--- src/mgmt_pkg.sv ---
// Constants, types and field layout for the management register slice.
// Assumes one 25 MHz clock and an active-low asynchronous reset.
package mgmt_pkg;

   ////////////////////////////////////////////////////////////////////////////
   // Register indices on the serial management interface
   localparam logic [4:0]  REG_ID_HIGH     = 5'h02;
   localparam logic [4:0]  REG_ID_LOW      = 5'h03;
   localparam logic [4:0]  REG_ADVERT      = 5'h04;

   ////////////////////////////////////////////////////////////////////////////
   // Identifier contents, bit 1 of the unique id is its first bit
   localparam logic [1:24] UNIQUE_ID       = 24'h5a3c96; // Arbitrary value
   localparam logic [5:0]  MODEL_NUMBER    = 6'h2a;      // Arbitrary value
   localparam logic [3:0]  MODEL_REVISION  = 4'h3;       // Arbitrary value
   localparam logic [15:0] ID_HIGH_VALUE   = UNIQUE_ID[3:18];
   localparam logic [15:0] ID_LOW_VALUE    = {UNIQUE_ID[19:24], MODEL_NUMBER,
                                              MODEL_REVISION};

   ////////////////////////////////////////////////////////////////////////////
   // Advertisement field positions, masks and reset value
   localparam int          ADV_NEXT_PAGE   = 15;
   localparam int          ADV_RSVD_HI     = 14;
   localparam int          ADV_REMOTE_FLT  = 13;
   localparam int          ADV_RSVD_LO     = 12;
   localparam int          ADV_ASYM_PAUSE  = 11;
   localparam int          ADV_SYM_PAUSE   = 10;
   localparam int          ADV_FOUR_PAIR   = 9;
   localparam int          ADV_STRAP_LSB   = 5;
   localparam logic [15:0] ADV_WRITE_MASK  = 16'hadff;
   localparam logic [15:0] ADV_RESET       = 16'h0001;

   ////////////////////////////////////////////////////////////////////////////
   // Management frame layout and start-up timing
   localparam logic [5:0]  PREAMBLE_LEN    = 6'h20;
   localparam logic [5:0]  HEADER_LAST     = 6'h0c;
   localparam logic [5:0]  DATA_LAST       = 6'h0f;
   localparam logic [1:0]  OP_READ         = 2'h2;
   localparam logic [1:0]  OP_WRITE        = 2'h1;
   localparam logic [1:0]  SETTLE_LAST     = 2'h3;

   typedef enum logic [4:0] {
      ST_IDLE   = 5'h01,
      ST_HEADER = 5'h02,
      ST_TURN   = 5'h04,
      ST_READ   = 5'h08,
      ST_WRITE  = 5'h10
   } frame_state_t;

   // One register access toward the bank
   typedef struct packed {
      logic        rd;
      logic        wr;
      logic [4:0]  addr;
      logic [15:0] data;
   } mgmt_req_t;

   typedef struct packed {
      logic [15:0] advert;
      logic [15:0] rd_data;
   } bank_state_t;

endpackage

--- src/phy_id_and_an_advert_regs.sv ---
// Serial management slave in front of the identifier and advertisement bank.
// Assumes management clock, data and straps are asynchronous pins.
//
// Overview of operation
// - Two registers together give a 32-bit id: unique id, model, revision.
// - First id register returns unique-id bits 3 to 18 in bits 15:0.
// - Second id register returns unique-id bits 19 to 24 in bits 15:10.
// - Second id register carries six-bit model number in bits 9:4.
// - Second id register carries four-bit revision in bits 3:0.
// - Advertisement register holds local abilities sent to the link partner.
// - Bit 15 is writable next-page request, reset zero.
// - Bit 14 is reserved: writes ignored, reads zero.
// - Bit 13 is writable remote-fault advertisement, reset zero.
// - Bit 12 is reserved, reads zero; software writes zero there.
// - Bit 11 is writable asymmetric pause, reset zero; outcome reported elsewhere.
// - Bit 10 is writable symmetric pause, reset zero.
// - Bit 9, four-pair ability, is read-only zero.
// - Bits 8 to 5 are writable abilities with strap reset values.
// - Bits 4:0 are a writable selector resetting to 00001.
// - All registers are reached over the serial management interface.
`timescale 1ns/100ps
module phy_id_and_an_advert_regs (
   input  wire logic        ref_clk_i,
   input  wire logic        rst_b_i,
   input  wire logic        mdc_i,
   input  wire logic        mdio_i,
   input  wire logic [4:0]  phy_address_i,
   input  wire logic [3:0]  strap_ability_i,
   output logic             mdio_o,
   output logic             mdio_oe_o,
   output logic [15:0]      advert_o
);

   ////////////////////////////////////////////////////////////////////////////
   // State of the frame engine

   typedef struct packed {
      logic [1:0]              mdc_sync;
      logic                    mdc_prev;
      logic [1:0]              mdio_sync;
      logic [1:0][4:0]         addr_sync;
      logic [1:0][3:0]         strap_sync;
      logic [1:0]              settle_cnt;
      logic                    settled;
      logic                    strap_load;
      logic [4:0]              phy_addr;
      mgmt_pkg::frame_state_t  state;
      logic [5:0]              bit_cnt;
      logic [15:0]             shift;
      logic                    is_read;
      logic [4:0]              reg_addr;
      logic                    mdio_out;
      logic                    mdio_oe;
      mgmt_pkg::mgmt_req_t     req;
   } engine_state_t;

   engine_state_t s;
   engine_state_t next_s;

   logic [15:0] rd_data;
   logic        mdc_rise;
   logic        bit_in;
   logic [12:0] header;

   // Edge of the synchronised management clock and the sampled data bit
   assign mdc_rise = s.mdc_sync[1] & ~s.mdc_prev;
   assign bit_in   = s.mdio_sync[1];
   // Header bits: second start bit, opcode, phy address, register index
   assign header   = {s.shift[11:0], bit_in};

   ////////////////////////////////////////////////////////////////////////////
   // Register bank

   adv_reg_bank bank (
      .ref_clk_i       (ref_clk_i),
      .rst_b_i         (rst_b_i),
      .req_i           (s.req),
      .strap_load_i    (s.strap_load),
      .strap_ability_i (s.strap_sync[1]),
      .rd_data_o       (rd_data),
      .advert_o        (advert_o)
   );

   ////////////////////////////////////////////////////////////////////////////
   // Next-state logic

   always_comb begin
      next_s            = s;
      next_s.req.rd     = 1'b0;
      next_s.req.wr     = 1'b0;
      next_s.strap_load = 1'b0;

      // Two-stage synchronisers for every pin
      next_s.mdc_sync[0]   = mdc_i;
      next_s.mdc_sync[1]   = s.mdc_sync[0];
      next_s.mdc_prev      = s.mdc_sync[1];
      next_s.mdio_sync[0]  = mdio_i;
      next_s.mdio_sync[1]  = s.mdio_sync[0];
      next_s.addr_sync[0]  = phy_address_i;
      next_s.addr_sync[1]  = s.addr_sync[0];
      next_s.strap_sync[0] = strap_ability_i;
      next_s.strap_sync[1] = s.strap_sync[0];

      // Catch straps once the synchronisers hold pin values
      if (!s.settled) begin
         if (s.settle_cnt == mgmt_pkg::SETTLE_LAST) begin
            next_s.settled    = 1'b1;
            next_s.strap_load = 1'b1;
            next_s.phy_addr   = s.addr_sync[1];
         end else begin
            next_s.settle_cnt = s.settle_cnt + 2'h1;
         end
      end

      // Frame engine advances on each management clock rise
      if (s.settled && mdc_rise) begin
         case (s.state)
            mgmt_pkg::ST_IDLE: begin
               // Count preamble ones, a zero after a full preamble starts
               if (bit_in) begin
                  if (s.bit_cnt != mgmt_pkg::PREAMBLE_LEN) begin
                     next_s.bit_cnt = s.bit_cnt + 6'h01;
                  end
               end else if (s.bit_cnt == mgmt_pkg::PREAMBLE_LEN) begin
                  next_s.state   = mgmt_pkg::ST_HEADER;
                  next_s.bit_cnt = 6'h00;
                  next_s.shift   = 16'h0000;
               end else begin
                  next_s.bit_cnt = 6'h00;
               end
            end

            mgmt_pkg::ST_HEADER: begin
               next_s.shift   = {s.shift[14:0], bit_in};
               next_s.bit_cnt = s.bit_cnt + 6'h01;
               if (s.bit_cnt == mgmt_pkg::HEADER_LAST) begin
                  next_s.bit_cnt  = 6'h00;
                  next_s.reg_addr = header[4:0];
                  next_s.state    = mgmt_pkg::ST_IDLE;
                  // Only a well-formed frame for this address is served
                  if (header[12] && header[9:5] == s.phy_addr) begin
                     if (header[11:10] == mgmt_pkg::OP_READ) begin
                        next_s.state    = mgmt_pkg::ST_TURN;
                        next_s.is_read  = 1'b1;
                        next_s.req.rd   = 1'b1;
                        next_s.req.addr = header[4:0];
                     end else if (header[11:10] == mgmt_pkg::OP_WRITE) begin
                        next_s.state    = mgmt_pkg::ST_TURN;
                        next_s.is_read  = 1'b0;
                     end
                  end
               end
            end

            mgmt_pkg::ST_TURN: begin
               if (s.bit_cnt == 6'h00) begin
                  // Second turnaround bit: slave drives zero on reads
                  next_s.bit_cnt = 6'h01;
                  if (s.is_read) begin
                     next_s.mdio_oe  = 1'b1;
                     next_s.mdio_out = 1'b0;
                  end
               end else begin
                  next_s.bit_cnt = 6'h00;
                  if (s.is_read) begin
                     next_s.state    = mgmt_pkg::ST_READ;
                     next_s.mdio_out = rd_data[15];
                     next_s.shift    = {rd_data[14:0], 1'b0};
                  end else begin
                     next_s.state = mgmt_pkg::ST_WRITE;
                  end
               end
            end

            mgmt_pkg::ST_READ: begin
               // Shift the read word out, most significant bit first
               next_s.bit_cnt = s.bit_cnt + 6'h01;
               if (s.bit_cnt == mgmt_pkg::DATA_LAST) begin
                  next_s.state    = mgmt_pkg::ST_IDLE;
                  next_s.bit_cnt  = 6'h00;
                  next_s.mdio_oe  = 1'b0;
                  next_s.mdio_out = 1'b0;
               end else begin
                  next_s.mdio_out = s.shift[15];
                  next_s.shift    = {s.shift[14:0], 1'b0};
               end
            end

            mgmt_pkg::ST_WRITE: begin
               // Collect the write word, then hand it to the bank
               next_s.shift   = {s.shift[14:0], bit_in};
               next_s.bit_cnt = s.bit_cnt + 6'h01;
               if (s.bit_cnt == mgmt_pkg::DATA_LAST) begin
                  next_s.state    = mgmt_pkg::ST_IDLE;
                  next_s.bit_cnt  = 6'h00;
                  next_s.req.wr   = 1'b1;
                  next_s.req.addr = s.reg_addr;
                  next_s.req.data = {s.shift[14:0], bit_in};
               end
            end

            default: begin
               next_s.state   = mgmt_pkg::ST_IDLE;
               next_s.bit_cnt = 6'h00;
               next_s.mdio_oe = 1'b0;
            end
         endcase
      end
   end

   ////////////////////////////////////////////////////////////////////////////
   // State register

   always_ff @(posedge ref_clk_i or negedge rst_b_i) begin
      if (!rst_b_i) begin
         s.mdc_sync   <= 2'h0;
         s.mdc_prev   <= 1'b0;
         s.mdio_sync  <= 2'h0;
         s.addr_sync  <= 10'h000;
         s.strap_sync <= 8'h00;
         s.settle_cnt <= 2'h0;
         s.settled    <= 1'b0;
         s.strap_load <= 1'b0;
         s.phy_addr   <= 5'h00;
         s.state      <= mgmt_pkg::ST_IDLE;
         s.bit_cnt    <= 6'h00;
         s.shift      <= 16'h0000;
         s.is_read    <= 1'b0;
         s.reg_addr   <= 5'h00;
         s.mdio_out   <= 1'b0;
         s.mdio_oe    <= 1'b0;
         s.req        <= '0;
      end else begin
         s <= next_s;
      end
   end

   // Pin drivers straight from the state register
   assign mdio_o    = s.mdio_out;
   assign mdio_oe_o = s.mdio_oe;

   ////////////////////////////////////////////////////////////////////////////
   // Checks on the frame engine

   read_drive_a: assert property (
      @(posedge ref_clk_i) disable iff (!rst_b_i)
      s.state == mgmt_pkg::ST_READ |-> mdio_oe_o)
      else $error("read data phase not driven");

   turn_zero_a: assert property (
      @(posedge ref_clk_i) disable iff (!rst_b_i)
      $rose(mdio_oe_o) |-> !mdio_o && s.state == mgmt_pkg::ST_TURN && s.is_read)
      else $error("turnaround not driven low");

   read_issue_a: assert property (
      @(posedge ref_clk_i) disable iff (!rst_b_i)
      s.req.rd |-> s.state == mgmt_pkg::ST_TURN && s.is_read && !mdio_oe_o)
      else $error("read request outside turnaround");

   write_issue_a: assert property (
      @(posedge ref_clk_i) disable iff (!rst_b_i)
      s.req.wr |-> s.state == mgmt_pkg::ST_IDLE && !mdio_oe_o
                   && $past(s.state) == mgmt_pkg::ST_WRITE)
      else $error("write request not at end of write frame");

   first_bit_a: assert property (
      @(posedge ref_clk_i) disable iff (!rst_b_i)
      s.state == mgmt_pkg::ST_TURN && s.is_read && mdc_rise && s.bit_cnt == 6'h01
      |=> mdio_o == rd_data[15] && s.state == mgmt_pkg::ST_READ)
      else $error("first read bit not the word msb");

   strap_once_a: assert property (
      @(posedge ref_clk_i) disable iff (!rst_b_i)
      s.strap_load |=> s.settled && !s.strap_load)
      else $error("strap load repeated");

endmodule

--- src/adv_reg_bank.sv ---
// Identifier and advertisement registers with a registered read port.
// Assumes requests arrive as single-cycle pulses from the frame engine.
`timescale 1ns/100ps
module adv_reg_bank (
   input  wire logic                ref_clk_i,
   input  wire logic                rst_b_i,
   input  wire mgmt_pkg::mgmt_req_t req_i,
   input  wire logic                strap_load_i,
   input  wire logic [3:0]          strap_ability_i,
   output logic [15:0]              rd_data_o,
   output logic [15:0]              advert_o
);

   mgmt_pkg::bank_state_t s;
   mgmt_pkg::bank_state_t next_s;

   // Read mux; unmapped indices return zero
   function automatic logic [15:0] reg_read(input logic [4:0]  addr,
                                            input logic [15:0] adv);
      logic [15:0] val;
      val = 16'h0000;
      if (addr == mgmt_pkg::REG_ID_HIGH) begin
         val = mgmt_pkg::ID_HIGH_VALUE;
      end else if (addr == mgmt_pkg::REG_ID_LOW) begin
         val = mgmt_pkg::ID_LOW_VALUE;
      end else if (addr == mgmt_pkg::REG_ADVERT) begin
         val = adv;
      end
      return val;
   endfunction

   ////////////////////////////////////////////////////////////////////////////
   // Next state: strap load, masked writes, read capture
   always_comb begin
      next_s = s;
      if (strap_load_i) begin
         next_s.advert[mgmt_pkg::ADV_STRAP_LSB +: 4] = strap_ability_i;
      end
      // Identifier writes fall through untouched
      if (req_i.wr && req_i.addr == mgmt_pkg::REG_ADVERT) begin
         next_s.advert = req_i.data & mgmt_pkg::ADV_WRITE_MASK;
      end
      if (req_i.rd) begin
         next_s.rd_data = reg_read(req_i.addr, s.advert);
      end
   end

   // State register
   always_ff @(posedge ref_clk_i or negedge rst_b_i) begin
      if (!rst_b_i) begin
         s.advert  <= mgmt_pkg::ADV_RESET;
         s.rd_data <= 16'h0000;
      end else begin
         s <= next_s;
      end
   end

   assign rd_data_o = s.rd_data;
   assign advert_o  = s.advert;

   ////////////////////////////////////////////////////////////////////////////
   // Checks
   id_high_read_a: assert property (
      @(posedge ref_clk_i) disable iff (!rst_b_i)
      req_i.rd && req_i.addr == mgmt_pkg::REG_ID_HIGH
      |=> rd_data_o == mgmt_pkg::ID_HIGH_VALUE)
      else $error("identifier high read wrong");

   id_low_read_a: assert property (
      @(posedge ref_clk_i) disable iff (!rst_b_i)
      req_i.rd && req_i.addr == mgmt_pkg::REG_ID_LOW
      |=> rd_data_o[15:10] == mgmt_pkg::UNIQUE_ID[19:24]
          && rd_data_o[9:4] == mgmt_pkg::MODEL_NUMBER
          && rd_data_o[3:0] == mgmt_pkg::MODEL_REVISION)
      else $error("identifier low read wrong");

   advert_write_a: assert property (
      @(posedge ref_clk_i) disable iff (!rst_b_i)
      req_i.wr && req_i.addr == mgmt_pkg::REG_ADVERT && !strap_load_i
      |=> advert_o == ($past(req_i.data) & 16'hadff))
      else $error("advertisement write not stored");

   rsvd_zero_a: assert property (
      @(posedge ref_clk_i) disable iff (!rst_b_i)
      req_i.rd && req_i.addr == mgmt_pkg::REG_ADVERT
      |=> rd_data_o[14] == 1'b0 && rd_data_o[12] == 1'b0 && rd_data_o[9] == 1'b0)
      else $error("reserved advertisement bit reads one");

   rsvd_store_a: assert property (
      @(posedge ref_clk_i) disable iff (!rst_b_i)
      advert_o[mgmt_pkg::ADV_RSVD_HI] == 1'b0 && advert_o[mgmt_pkg::ADV_RSVD_LO] == 1'b0
      && advert_o[mgmt_pkg::ADV_FOUR_PAIR] == 1'b0)
      else $error("reserved advertisement bit stored");

   id_write_a: assert property (
      @(posedge ref_clk_i) disable iff (!rst_b_i)
      req_i.wr && req_i.addr != mgmt_pkg::REG_ADVERT && !strap_load_i
      |=> $stable(advert_o))
      else $error("write elsewhere changed advertisement");

   strap_load_a: assert property (
      @(posedge ref_clk_i) disable iff (!rst_b_i)
      strap_load_i && !req_i.wr |=> advert_o[8:5] == $past(strap_ability_i))
      else $error("strap abilities not loaded");

endmodule

--- config.mk ---
export PLATFORM = sky130hd
export DESIGN_NAME = phy_id_and_an_advert_regs
export DESIGN_NICKNAME = d
export VERILOG_FILES = /design/src/mgmt_pkg.sv /design/src/phy_id_and_an_advert_regs.sv /design/src/adv_reg_bank.sv
export SDC_FILE = /design/constraint.sdc
export NUM_CORES = 1
export LEC_CHECK = 0
export BUFFER_PORTS_ARGS = -buffer_cell sky130_fd_sc_hd__buf_2
export CAP_MARGIN = 15
export CORE_MARGIN = 3
export CORE_UTILIZATION = 65
export DETAILED_ROUTE_END_ITERATION = 6
export PLACE_DENSITY = 0.84
export REMOVE_ABC_BUFFERS = 1
export SYNTH_ARGS = -nofsm -noshare
export SYNTH_HDL_FRONTEND = slang
export SYNTH_SLANG_ARGS = --single-unit
--- constraint.sdc ---
create_clock -name ref_clk_i -period 4.45 [get_ports ref_clk_i]
set_input_delay 0.6675 -clock ref_clk_i [delete_from_list [all_inputs] [get_ports ref_clk_i]]
set_output_delay 0.6675 -clock ref_clk_i [all_outputs]
set_load 0.02 [all_outputs]
==> metrics.md, run 1 <==
| Metric | Value |
|---|---|
| Status | `finished clean` |
| Critical Path Start | `s[53]` |
| Clock network power share | `0.446` |
| Top cells by area, synth | `dfrtp_1, mux2_2, a22o_1, mux2_4, a21oi_1` |
| Rel. slew slack | `0.305` |
| Crit start category | `register` |
| Count leader, synth | `dfrtp_1` |
| GP Congestion | `about 0.90` |
| Vias/cell | `6.33` |
| Synth area leader | `dfrtp_1` |
| CP endpoint kind | `register` |
| Initial antenna violation count | `0` |
| Netlist cell types | `54` |
| Yosys warns | `0` |
| Leakage | `~0.0027 uW` |
| Die footprint | `just under 9000 um2` |
| RR Endpoint | `header[9]` |
| Reg area | `around 2900 um2` |
| Final #Nets | `between 400 and 500` |
| Min-Delay Path Class | `in -> reg` |
| Combinational share of power | `0.121` |
| Slowest-stage cell, CP | `dfstp_2` |
| Psw | `757 uW` |
| Cells along the critical path | `nor2_1 -> and3_1 -> a221oi_1 -> o2111ai_4 -> mux2_4` |
| Vias | `roughly 3400` |
| Seq cells post-synth | `approximately 120` |
| R2R Path Start | `s[53]` |
| Setup_tns | `0 ns` |
| CP arrival | `around 3.1 ns` |
| Actual slew at the worst max-slew pin | `between 1 and 1.5 ns` |
| Initial core utilization | `0.682` |
| Worst setup path class | `reg -> reg` |
| Hold Buf Count CTS | `0` |
| Final setup viols | `0` |
| EDFF count, synth | `0` |
| Design area | `5700 um2` |
| Drt initial violations | `363` |
| Crit path to | `header[9]` |
| Largest net degree at the start of global routing | `86` |
| CP top delay family | `compound AO/OA/AOI/OAI gates` |
| Root Buffer | `clkbuf_8` |
| Synthesized area | `5030 um2` |
| CTS clk-pin slew, worst paths | `around 0.060 ns` |
| Aggregate routed wire length | `10.8 mm` |
| Grt total ovfl | `0` |
| Post-synthesis sequential area ratio | `0.573` |
| Buf+Inv Stages, Crit Path | `0` |
| RSZ-0062 raised after global routing | `false` |
| Fillers | `411` |
| Sequential share of power | `0.433` |
| Num ports | `31` |
| Post-place setup slack | `1.74 ns` |
| Total CTS buffers | `17` |
| Top cells by count, synth | `dfrtp_1, mux2_2, nor2_1` |
| Synthesis-to-finish area growth | `13.3%` |
| Multi-input gate area | `1960 um2` |
| Tcrit/Tclk final | `0.616` |
| Mean Syn Cell Area | `12.5 um2` |
| Post-DP Area | `slightly above 5000 um2` |
| PD cells | `469 nW/um2` |
| DP HPWL | `roughly 6.6 mm` |
| Remaining DRCs | `0` |
| H-tree depth | `4` |
| Vias in the first global route | `3485` |
| Worst R2R Path Depth | `5` |
| Core area | `around 7400 um2` |
| Synth top area share | `0.562` |
| Share of layout cells above drive strength 1 | `0.301` |
| CP Depth | `5` |
| Pre-antenna DRT Iters | `5` |
| Post-CTS sizing | `0` |
| First-pass GRT wire length | `around 18 mm` |
| Synth Flop Type | `dfrtp_1` |
| Sw frac | `0.283` |
| Crit-path max FO | `20` |
| Highest Clock Rate | `roughly 360 MHz` |
| TritonCTS clock tree | `done` |
| Final Critical Period | `2.74 ns` |
| Clock Sinks | `roughly 120` |
| Ant diodes | `0` |
| Final max-slew violation count | `0` |
| Buffers on Ports | `27` |
| Post-route ant nets | `0` |
| Worst Slack Setup Final | `between 1.5 and 2 ns` |
| Post-synthesis cell count | `around 400` |
| Clock skew | `0.00639 ns` |
| Row count | `31` |
| Max-cap check violation count | `0` |
| R2R Setup Slk | `about 1.7 ns` |
| Async SR Flop Fraction | `1.00` |
| HP Start | `phy_address_i[1]` |
| Tot GR Track Use | `0.269` |
| Postcts setup bufs | `0` |
| Die height | `between 90 and 100 um` |
| Crit path required time | `about 4.9 ns` |
| Int Pwr | `~1900 uW` |
| Worst path max stage delay | `a little over 0.6 ns` |
| Final core occ | `0.773` |
| Clock Path Buffers | `2` |
| Die width | `~94 um` |
| Worst-Skew Late Latency | `between 0.5 and 0.6 ns` |
| Final hold violations | `0` |
| VDD IR max | `0.319 mV` |
| Avg WL per Cell | `between 20 and 25 um` |
## area by class of cell
cell class | count | share of cell area
Clock inverter | 14 | 0.0191
Timing Repair Buffer | 30 | 0.0281
Inverter | 14 | 0.00922
Tap cell | 99 | 0.0217
Multi-Input combinational cell | 249 | 0.344
Sequential cell | 115 | 0.505
Clock buffer | 17 | 0.0727
## cells in the final DEF, fill, tap and decap left out, drive strengths merged, types with 2 or more instances in the layout
| cell | synthesis | layout |
|---|---|---|
| a22oi | 2 | 2 |
| dfrtp | 113 | 113 |
| nand2 | 15 | 15 |
| mux2 | 59 | 59 |
| conb | 1 | 3 |
| nand2b | 2 | 2 |
| clkbuf | 11 | 17 |
| a21oi | 22 | 22 |
| a22o | 19 | 19 |
| nor3 | 4 | 4 |
| mux2i | 8 | 8 |
| nand4b | 2 | 2 |
| and2 | 4 | 4 |
| clkinvlp | 0 | 2 |
| nor2 | 27 | 27 |
| nand3 | 13 | 13 |
| dfstp | 2 | 2 |
| o211ai | 2 | 2 |
| nor2b | 3 | 3 |
| inv | 14 | 18 |
| a211oi | 2 | 2 |
| a211o | 4 | 4 |
| or3 | 3 | 3 |
| xor2 | 6 | 6 |
| a221oi | 2 | 2 |
| xnor2 | 4 | 4 |
| and3 | 4 | 4 |
| nor4 | 5 | 5 |
| clkinv | 0 | 8 |
| o21ai | 12 | 12 |
| buf | 14 | 30 |
| nand3b | 3 | 3 |
| ha | 4 | 4 |
## registers in the layout, summed over array words and instances (netlist names)
| register | count |
|---|---|
| s | 60 |
| bank.rd_data_o | 15 |
| bank.advert_o | 13 |
| header | 12 |
| next_s | 12 |
| bit_in | 1 |
| mdio_o | 1 |
| mdio_oe_o | 1 |
## cell families (layout without fill, tap and decap cells)
family          after synthesis  count (layout)  synth area share
compound gates               73              73             0.106
xor+xnor                     10              10            0.0174
fa+ha+maj                     4               4           0.00996
buf+inv                      39              75            0.0391
flops                       115             115             0.573
mux                          67              67             0.154
other cells                   1               3          0.000746
simple gates                 92              92             0.100
## layer usage
metal,GRT usage,routed length [um],vias to the layer above
met3,0.0753,662,23
li1,-,-,1486
met2,0.425,5460,135
met4,0.114,216,0
met5,0,0,-
met1,0.351,4480,1762
## metrics by stage
stage          hold slack, ns  total power (uW)  cells
4_1_cts                 0.240              2680    538
5_1_grt                 0.234              2760    538
2_1_floorplan           0.331              1390    378
3_5_place_dp            0.335              1490    507
6_report                0.251              2670    538
3_3_place_gp            0.332              1480    507
## worst min path at each step
stage	to	depth (start not counted)	slack (ns)
4_1_cts	next_s[81]	1	0.24
2_1_floorplan	bit_in	0	0.33
6_report	next_s[81]	1	0.25
5_1_grt	next_s[82]	1	0.23
3_5_place_dp	s[80]	0	0.33
3_3_place_gp	next_s[87]	0	0.33
## power by group through the flow
stage / combinational, uW / sequential, uW / clock, uW
2_1_floorplan: 231 / 1160 / 0
3_3_place_gp: 310 / 1170 / 0
3_5_place_dp: 317 / 1170 / 0
4_1_cts: 323 / 1160 / 1200
5_1_grt: 352 / 1160 / 1250
6_report: 324 / 1160 / 1190
Note: power is estimated with default switching activity, not from simulation.
==> run 2, diff against run 1 <==
--- a/config.mk
+++ b/config.mk
@@ -8,9 +8,9 @@
 export BUFFER_PORTS_ARGS = -buffer_cell sky130_fd_sc_hd__buf_2
 export CAP_MARGIN = 15
 export CORE_MARGIN = 3
-export CORE_UTILIZATION = 65
+export CORE_UTILIZATION = 60
 export DETAILED_ROUTE_END_ITERATION = 6
-export PLACE_DENSITY = 0.84
+export PLACE_DENSITY = 0.79
 export REMOVE_ABC_BUFFERS = 1
 export SYNTH_ARGS = -nofsm -noshare
 export SYNTH_HDL_FRONTEND = slang
==> constraint.sdc (replaced) <==
create_clock -name ref_clk_i -period 2.7 [get_ports ref_clk_i]
set_input_delay 0.405 -clock ref_clk_i [delete_from_list [all_inputs] [get_ports ref_clk_i]]
set_output_delay 0.405 -clock ref_clk_i [all_outputs]
set_load 0.02 [all_outputs]
==> metrics.md, run 2 (synthesis gave the netlist of run 1 again) <==
| Metric | Value |
|---|---|
| Status | `finished clean` |
| Hold slack | `0.305 ns (+0.0539 ns)` |
| Row count | `32 (+3.2%)` |
| DP HPWL | `6.52 mm (-0.83%)` |
| GP Congestion | `0.877 (-3.1%)` |
| CTS clk-pin slew, worst paths | `0.06 ns (about the same)` |
| Crit-path max FO | `6 (-70%)` |
| Sw frac | `0.256 (-0.0276)` |
| Met3 Wirelength | `615 um (-7.1%)` |
| Final Critical Period | `2.45 ns (-0.287 ns)` |
| Register with the most flip-flops | `s` |
| Total CTS buffers | `17 (unchanged)` |
| Die width | `97.5 um (+3.8%)` |
| Grt total ovfl | `0 (unchanged)` |
| Sequential share of power | `0.394 (-0.039)` |
| Crit start category | `register` |
| Buffers on Ports | `27 (unchanged)` |
| Tcrit/Tclk final | `0.909 (+0.293)` |
| Setup_tns | `0 ns (unchanged)` |
| Clock Path Buffers | `2 (unchanged)` |
| Ant diodes | `0 (unchanged)` |
| First-pass GRT wire length | `18.1 mm (+2.3%)` |
| Largest net degree at the start of global routing | `62 (-28%)` |
| Vias | `3343 (-1.8%)` |
| Clock skew | `0.0127 ns (+0.00631 ns)` |
| Final non-filler cell total | `562 (+4.5%)` |
| VDD IR max | `0.494 mV (+55%)` |
| Final hold violations | `0 (unchanged)` |
| Die footprint | `9510 um2 (+7.8%)` |
| CP arrival | `2.84 ns (-0.30 ns)` |
| Die height | `97.5 um (+3.8%)` |
| Remaining DRCs | `0 (unchanged)` |
| RR Endpoint | `s[30]` |
| Highest Clock Rate | `408 MHz (+12%)` |
| Post-route ant nets | `0 (unchanged)` |
| Final setup viols | `0 (unchanged)` |
| Worst R2R Path Depth | `7 (+2)` |
| Number of flip-flops under the largest register name | `60 (unchanged)` |
| TritonCTS clock tree | `done` |
| Clock network power share | `0.485 (+0.039)` |
| Avg WL per Cell | `19.0 um (-5.5%)` |
| Placed insts | `518 (+2.2%)` |
| Combinational share of power | `0.120 (about the same)` |
| Uppermost routed layer | `met4` |
| Vias in the first global route | `3542 (+1.6%)` |
| Initial antenna violation count | `0 (unchanged)` |
| Worst-Skew Late Latency | `0.52 ns (about the same)` |
| Int Pwr | `3600 uW (+88%)` |
| Pre-antenna DRT Iters | `5 (unchanged)` |
| Actual slew at the worst max-slew pin | `0.838 ns (-0.204 ns)` |
| Rel. slew slack | `0.436 (+0.131)` |
| Final #Nets | `464 (+4.5%)` |
| Num ports | `31 (unchanged)` |
| Fillers | `460 (+12%)` |
| R2R Path Start | `s[47]` |
| R2R Setup Slk | `0.25 ns (-1.46 ns)` |
| Psw | `1240 uW (+63%)` |
| Postcts setup bufs | `0 (unchanged)` |
| Clock Sinks | `115 (unchanged)` |
| Routed length on met2 | `5.38 mm (-1.4%)` |
| Max-cap check violation count | `0 (unchanged)` |
| Commonest non-fill, non-tap cells in the layout | `dfrtp_1, mux2_2, buf_2, nor2_1, a21oi_1` |
| Met1 wire length | `4.53 mm (+1.2%)` |
| Root Buffer | `clkbuf_8` |
| Crit path required time | `3.09 ns (-1.76 ns)` |
| Most common cell after layout, fill and taps aside | `dfrtp_1` |
| Initial core utilization | `0.634 (-0.0480)` |
| Aggregate routed wire length | `10.7 mm (-1.3%)` |
| Core area | `7930 um2 (+7.6%)` |
| Tot GR Track Use | `0.243 (-0.0260)` |
| Synthesis-to-finish area growth | `19.5%` |
| Tot Pwr | `4840 uW (+81%)` |
| Worst setup path class | `reg -> reg` |
| Share of layout cells above drive strength 1 | `0.304 (+0.00366)` |
| CP endpoint kind | `register` |
| H-tree depth | `4 (unchanged)` |
| PD cells | `805 nW/um2 (+72%)` |
| Drt initial violations | `144 (-60%)` |
| RSZ-0062 raised after global routing | `false` |
| Min-Delay Path Class | `in -> async` |
| Vias/cell | `5.95 (-6.0%)` |
| Final max-slew violation count | `0 (unchanged)` |
| Leakage | `0.00286 uW (+5.5%)` |
-- run 2: area by class of cell --
type	instances	area (um2)	area share
Sequential cell	115	2880	0.479
Timing Repair Buffer	50	365	0.0608
Inverter	14	52.6	0.00874
Clock inverter	13	194	0.0323
Clock buffer	19	432	0.0718
Tap cell	102	128	0.0212
Multi-Input combinational cell	249	1960	0.326
-- run 2: critical path, stage by stage (launching register included) --
cell and delay, ns:
dfrtp_1 0.44, inv_1 0.08, ha_1 0.15, nor3b_1 0.40, or4b_4 0.56, nor2_4 0.18, and3_1 0.19, mux2_2 0.33
-- run 2: worst max-delay path by stage --
stage / end / slack, ns / from
floorplan: header[11] / 0.34 / s[53]
global placement: s[30] / 0.37 / s[47]
detailed placement: s[30] / 0.33 / s[47]
CTS: s[30] / 0.28 / s[47]
global route: s[30] / 0.09 / s[47]
finish: s[30] / 0.25 / s[47]
-- run 2: what timing repair did --
item	4_1_cts	5_1_grt
hold endpoints to repair	27	0
gates resized for setup	0	0
hold buffers	12	0
-- run 2: power by group through the flow --
stage / sequential [uW] / clock [uW] / combinational [uW]
final: 1910 / 2350 / 582
after floorplan: 1910 / 0 / 380
after global routing: 1920 / 2450 / 640
after global placement: 1930 / 0 / 539
after CTS: 1910 / 2370 / 579
after detailed placement: 1930 / 0 / 555
-- run 2: routing by layer --
layer  vias to the layer above  track usage
met3                        19       0.0574
met1                      1691        0.319
met4                         0       0.0841
met2                       105        0.399
met5                         -            0
li1                       1528            -
-- run 2: per-stage QoR --
| step | cell area [um2] | setup WS [ns] | util |
|---|---|---|---|
| after global placement | 5260 | 0.372 | 0.664 |
| final | 6010 | 0.247 | 0.758 |
| after global routing | 6010 | 0.0857 | 0.758 |
| after floorplan | 4890 | 0.344 | - |
| after detailed placement | 5260 | 0.332 | 0.664 |
| after CTS | 6010 | 0.278 | 0.758 |
==> run 3, diff against run 2 <==
--- a/config.mk
+++ b/config.mk
@@ -5,13 +5,14 @@
 export SDC_FILE = /design/constraint.sdc
 export NUM_CORES = 1
 export LEC_CHECK = 0
-export BUFFER_PORTS_ARGS = -buffer_cell sky130_fd_sc_hd__buf_2
+export BUFFER_PORTS_ARGS = -buffer_cell sky130_fd_sc_hd__buf_4
 export CAP_MARGIN = 15
 export CORE_MARGIN = 3
 export CORE_UTILIZATION = 60
 export DETAILED_ROUTE_END_ITERATION = 6
 export PLACE_DENSITY = 0.79
 export REMOVE_ABC_BUFFERS = 1
+export SETUP_SLACK_MARGIN = 0.2
 export SYNTH_ARGS = -nofsm -noshare
 export SYNTH_HDL_FRONTEND = slang
 export SYNTH_SLANG_ARGS = --single-unit
==> metrics.md, run 3 (synthesis gave the netlist of run 1 again) <==
| Metric | Value |
|---|---|
| Status | `finished clean` |
| Crit start category | `register` |
| Synthesis-to-finish area growth | `20.4%` |
| Worst-Skew Late Latency | `0.52 ns (about the same)` |
| Setup_tns | `0 ns (unchanged)` |
| Vias in the first global route | `3514 (-0.79%)` |
| CP arrival | `2.80 ns (-0.04 ns)` |
| Uppermost routed layer | `met4` |
| Buf+Inv Stages, Crit Path | `0 (-1)` |
| Register with the most flip-flops | `s` |
| Max-cap check violation count | `0 (unchanged)` |
| Grt total ovfl | `0 (unchanged)` |
| Cells along the critical path | `or3_4 -> or4b_4 -> nor2_4 -> and3_1 -> mux2_2` |
| Row count | `32 (unchanged)` |
| Met3 Wirelength | `565 um (-8.1%)` |
| Num ports | `31 (unchanged)` |
| Clock Sinks | `115 (unchanged)` |
| Tcrit/Tclk final | `0.888 (-0.0211)` |
| Die height | `97.5 um (unchanged)` |
| Number of flip-flops under the largest register name | `60 (unchanged)` |
| Worst setup path class | `reg -> reg` |
| Crit path required time | `3.10 ns (about the same)` |
| Remaining DRCs | `0 (unchanged)` |
| Ant diodes | `0 (unchanged)` |
| DP HPWL | `6.68 mm (+2.5%)` |
| First-pass GRT wire length | `18.0 mm (-0.38%)` |
| CTS clk-pin slew, worst paths | `0.06 ns (about the same)` |
| PD cells | `779 nW/um2 (-3.3%)` |
| Aggregate routed wire length | `10.8 mm (+1.5%)` |
| Core area | `7930 um2 (unchanged)` |
| Postcts setup bufs | `0 (unchanged)` |
| H-tree depth | `4 (unchanged)` |
| Routed length on met2 | `5.49 mm (+2.0%)` |
| Psw | `1300 uW (+5.0%)` |
| Sw frac | `0.276 (+0.0201)` |
| Clock network power share | `0.468 (-0.017)` |
| Hold slack | `0.347 ns (+0.0425 ns)` |
| Min-Delay Path Class | `reg -> reg` |
| Initial antenna violation count | `0 (unchanged)` |
| Vias | `3415 (+2.2%)` |
| RSZ-0062 raised after global routing | `true` |
| Final max-slew violation count | `0 (unchanged)` |
| Clock skew | `0.00621 ns (-0.00650 ns)` |
| Buffers on Ports | `27 (unchanged)` |
| Die width | `97.5 um (unchanged)` |
| Clock Path Buffers | `2 (unchanged)` |
| Slowest-stage cell, CP | `or4b_4` |
| Worst path max stage delay | `0.57 ns (about the same)` |
| Commonest non-fill, non-tap cells in the layout | `dfrtp_1, mux2_2, buf_4, nor2_1, a21oi_1` |
| Vias/cell | `6.05 (+1.8%)` |
| GP Congestion | `0.898 (+2.4%)` |
| Post-place setup slack | `0.282 ns (-0.0497 ns)` |
| Initial core utilization | `0.634 (unchanged)` |
| Share of layout cells above drive strength 1 | `0.314 (+0.00950)` |
| Tot GR Track Use | `0.243 (+0.000304)` |
| Total CTS buffers | `17 (unchanged)` |
| Met1 wire length | `4.60 mm (+1.4%)` |
| Sequential share of power | `0.406 (+0.012)` |
| Actual slew at the worst max-slew pin | `0.673 ns (-0.165 ns)` |
| Drt initial violations | `254 (+76%)` |
| Die footprint | `9510 um2 (unchanged)` |
| Pre-antenna DRT Iters | `5 (unchanged)` |
| Combinational share of power | `0.126 (+0.006)` |
| Most common cell after layout, fill and taps aside | `dfrtp_1` |
| TritonCTS clock tree | `done` |
| Int Pwr | `3410 uW (-5.3%)` |
| Rel. slew slack | `0.547 (+0.111)` |
| Leakage | `0.00286 uW (+0.20%)` |
| Worst Slack Setup Final | `0.304 ns (+0.0570 ns)` |
| CP top delay family | `simple AND/OR/NAND/NOR gates` |
| Final Critical Period | `2.40 ns (-0.0570 ns)` |
| Root Buffer | `clkbuf_8` |
| Largest net degree at the start of global routing | `53 (-15%)` |
| Avg WL per Cell | `19.2 um (+1.1%)` |
| VDD IR max | `0.609 mV (+23%)` |
| CP endpoint kind | `register` |
| Post-route ant nets | `0 (unchanged)` |
| Crit-path max FO | `11 (+5)` |
| Highest Clock Rate | `417 MHz (+2.4%)` |
| Final #Nets | `466 (+0.43%)` |
| Final setup viols | `0 (unchanged)` |
| Final hold violations | `0 (unchanged)` |
| R2R Setup Slk | `0.30 ns (+0.06 ns)` |
[run 3: cell types whose count changed in the layout (fill, tap and decap cells not counted), moves of 2 or more]
cell	before	now
buf_4	10	39
buf_2	26	0
bufinv_16	4	2
clkinv_4	2	4
inv_8	0	2
[run 3: per-stage QoR]
stage	total power [uW]	cell area (um2)	std cells	utilization
finish	4710	6050	564	0.763
global route	4880	6050	564	0.763
CTS	4710	6040	564	0.762
detailed placement	2490	5330	520	0.673
global placement	2470	5330	520	0.673
floorplan	2290	4890	378	-
[run 3: worst reg2reg max path, stage by stage (launching register included)]
cell and delay, ns:
dfrtp_1 0.50, or3_4 0.47, or4b_4 0.57, nor2_4 0.21, and3_1 0.21, mux2_2 0.33
[run 3: worst paths after layout]
kind	from	end	cells past startpoint
max	s[57]	s[30]	5
min	next_s[71]	s[71]	0
max reg2reg	s[57]	s[30]	5
min reg2reg	next_s[71]	s[71]	0
max in group asynchronous	rst_b_i	bank.rd_data_o[2]	3
min in group asynchronous	rst_b_i	bank.rd_data_o[10]	2
[run 3: cell type report]
| type | instances | area, um2 |
|---|---|---|
| fill | 506 | 1880 |
| tap | 102 | 128 |
| inverter | 14 | 52.6 |
| clock buffer | 17 | 414 |
| timing repair buffer | 52 | 433 |
| multi-input combinational | 249 | 1970 |
| sequential | 115 | 2880 |
| clock inverter | 15 | 174 |
[run 3: metal layers]
| metal | track usage | vias up |
|---|---|---|
| met4 | 0.0777 | 0 |
| met5 | 0 | - |
| met2 | 0.395 | 117 |
| met3 | 0.0589 | 23 |
| li1 | - | 1526 |
| met1 | 0.325 | 1749 |
[run 3: repair_timing]
| action | CTS | global route |
|---|---|---|
| hold buffers | 12 | 0 |
| endpoints found under the hold margin | 58 | 0 |
| resized for setup | 0 | 2 |
| endpoints found under the setup margin | 0 | 18 |
[run 3: power by group through the flow]
stage	registers, uW	clock network (uW)	logic (uW)
2_1_floorplan	1910	0	380
3_5_place_dp	1930	0	559
3_3_place_gp	1930	0	545
4_1_cts	1910	2220	582
5_1_grt	1920	2310	647
6_report	1910	2210	595
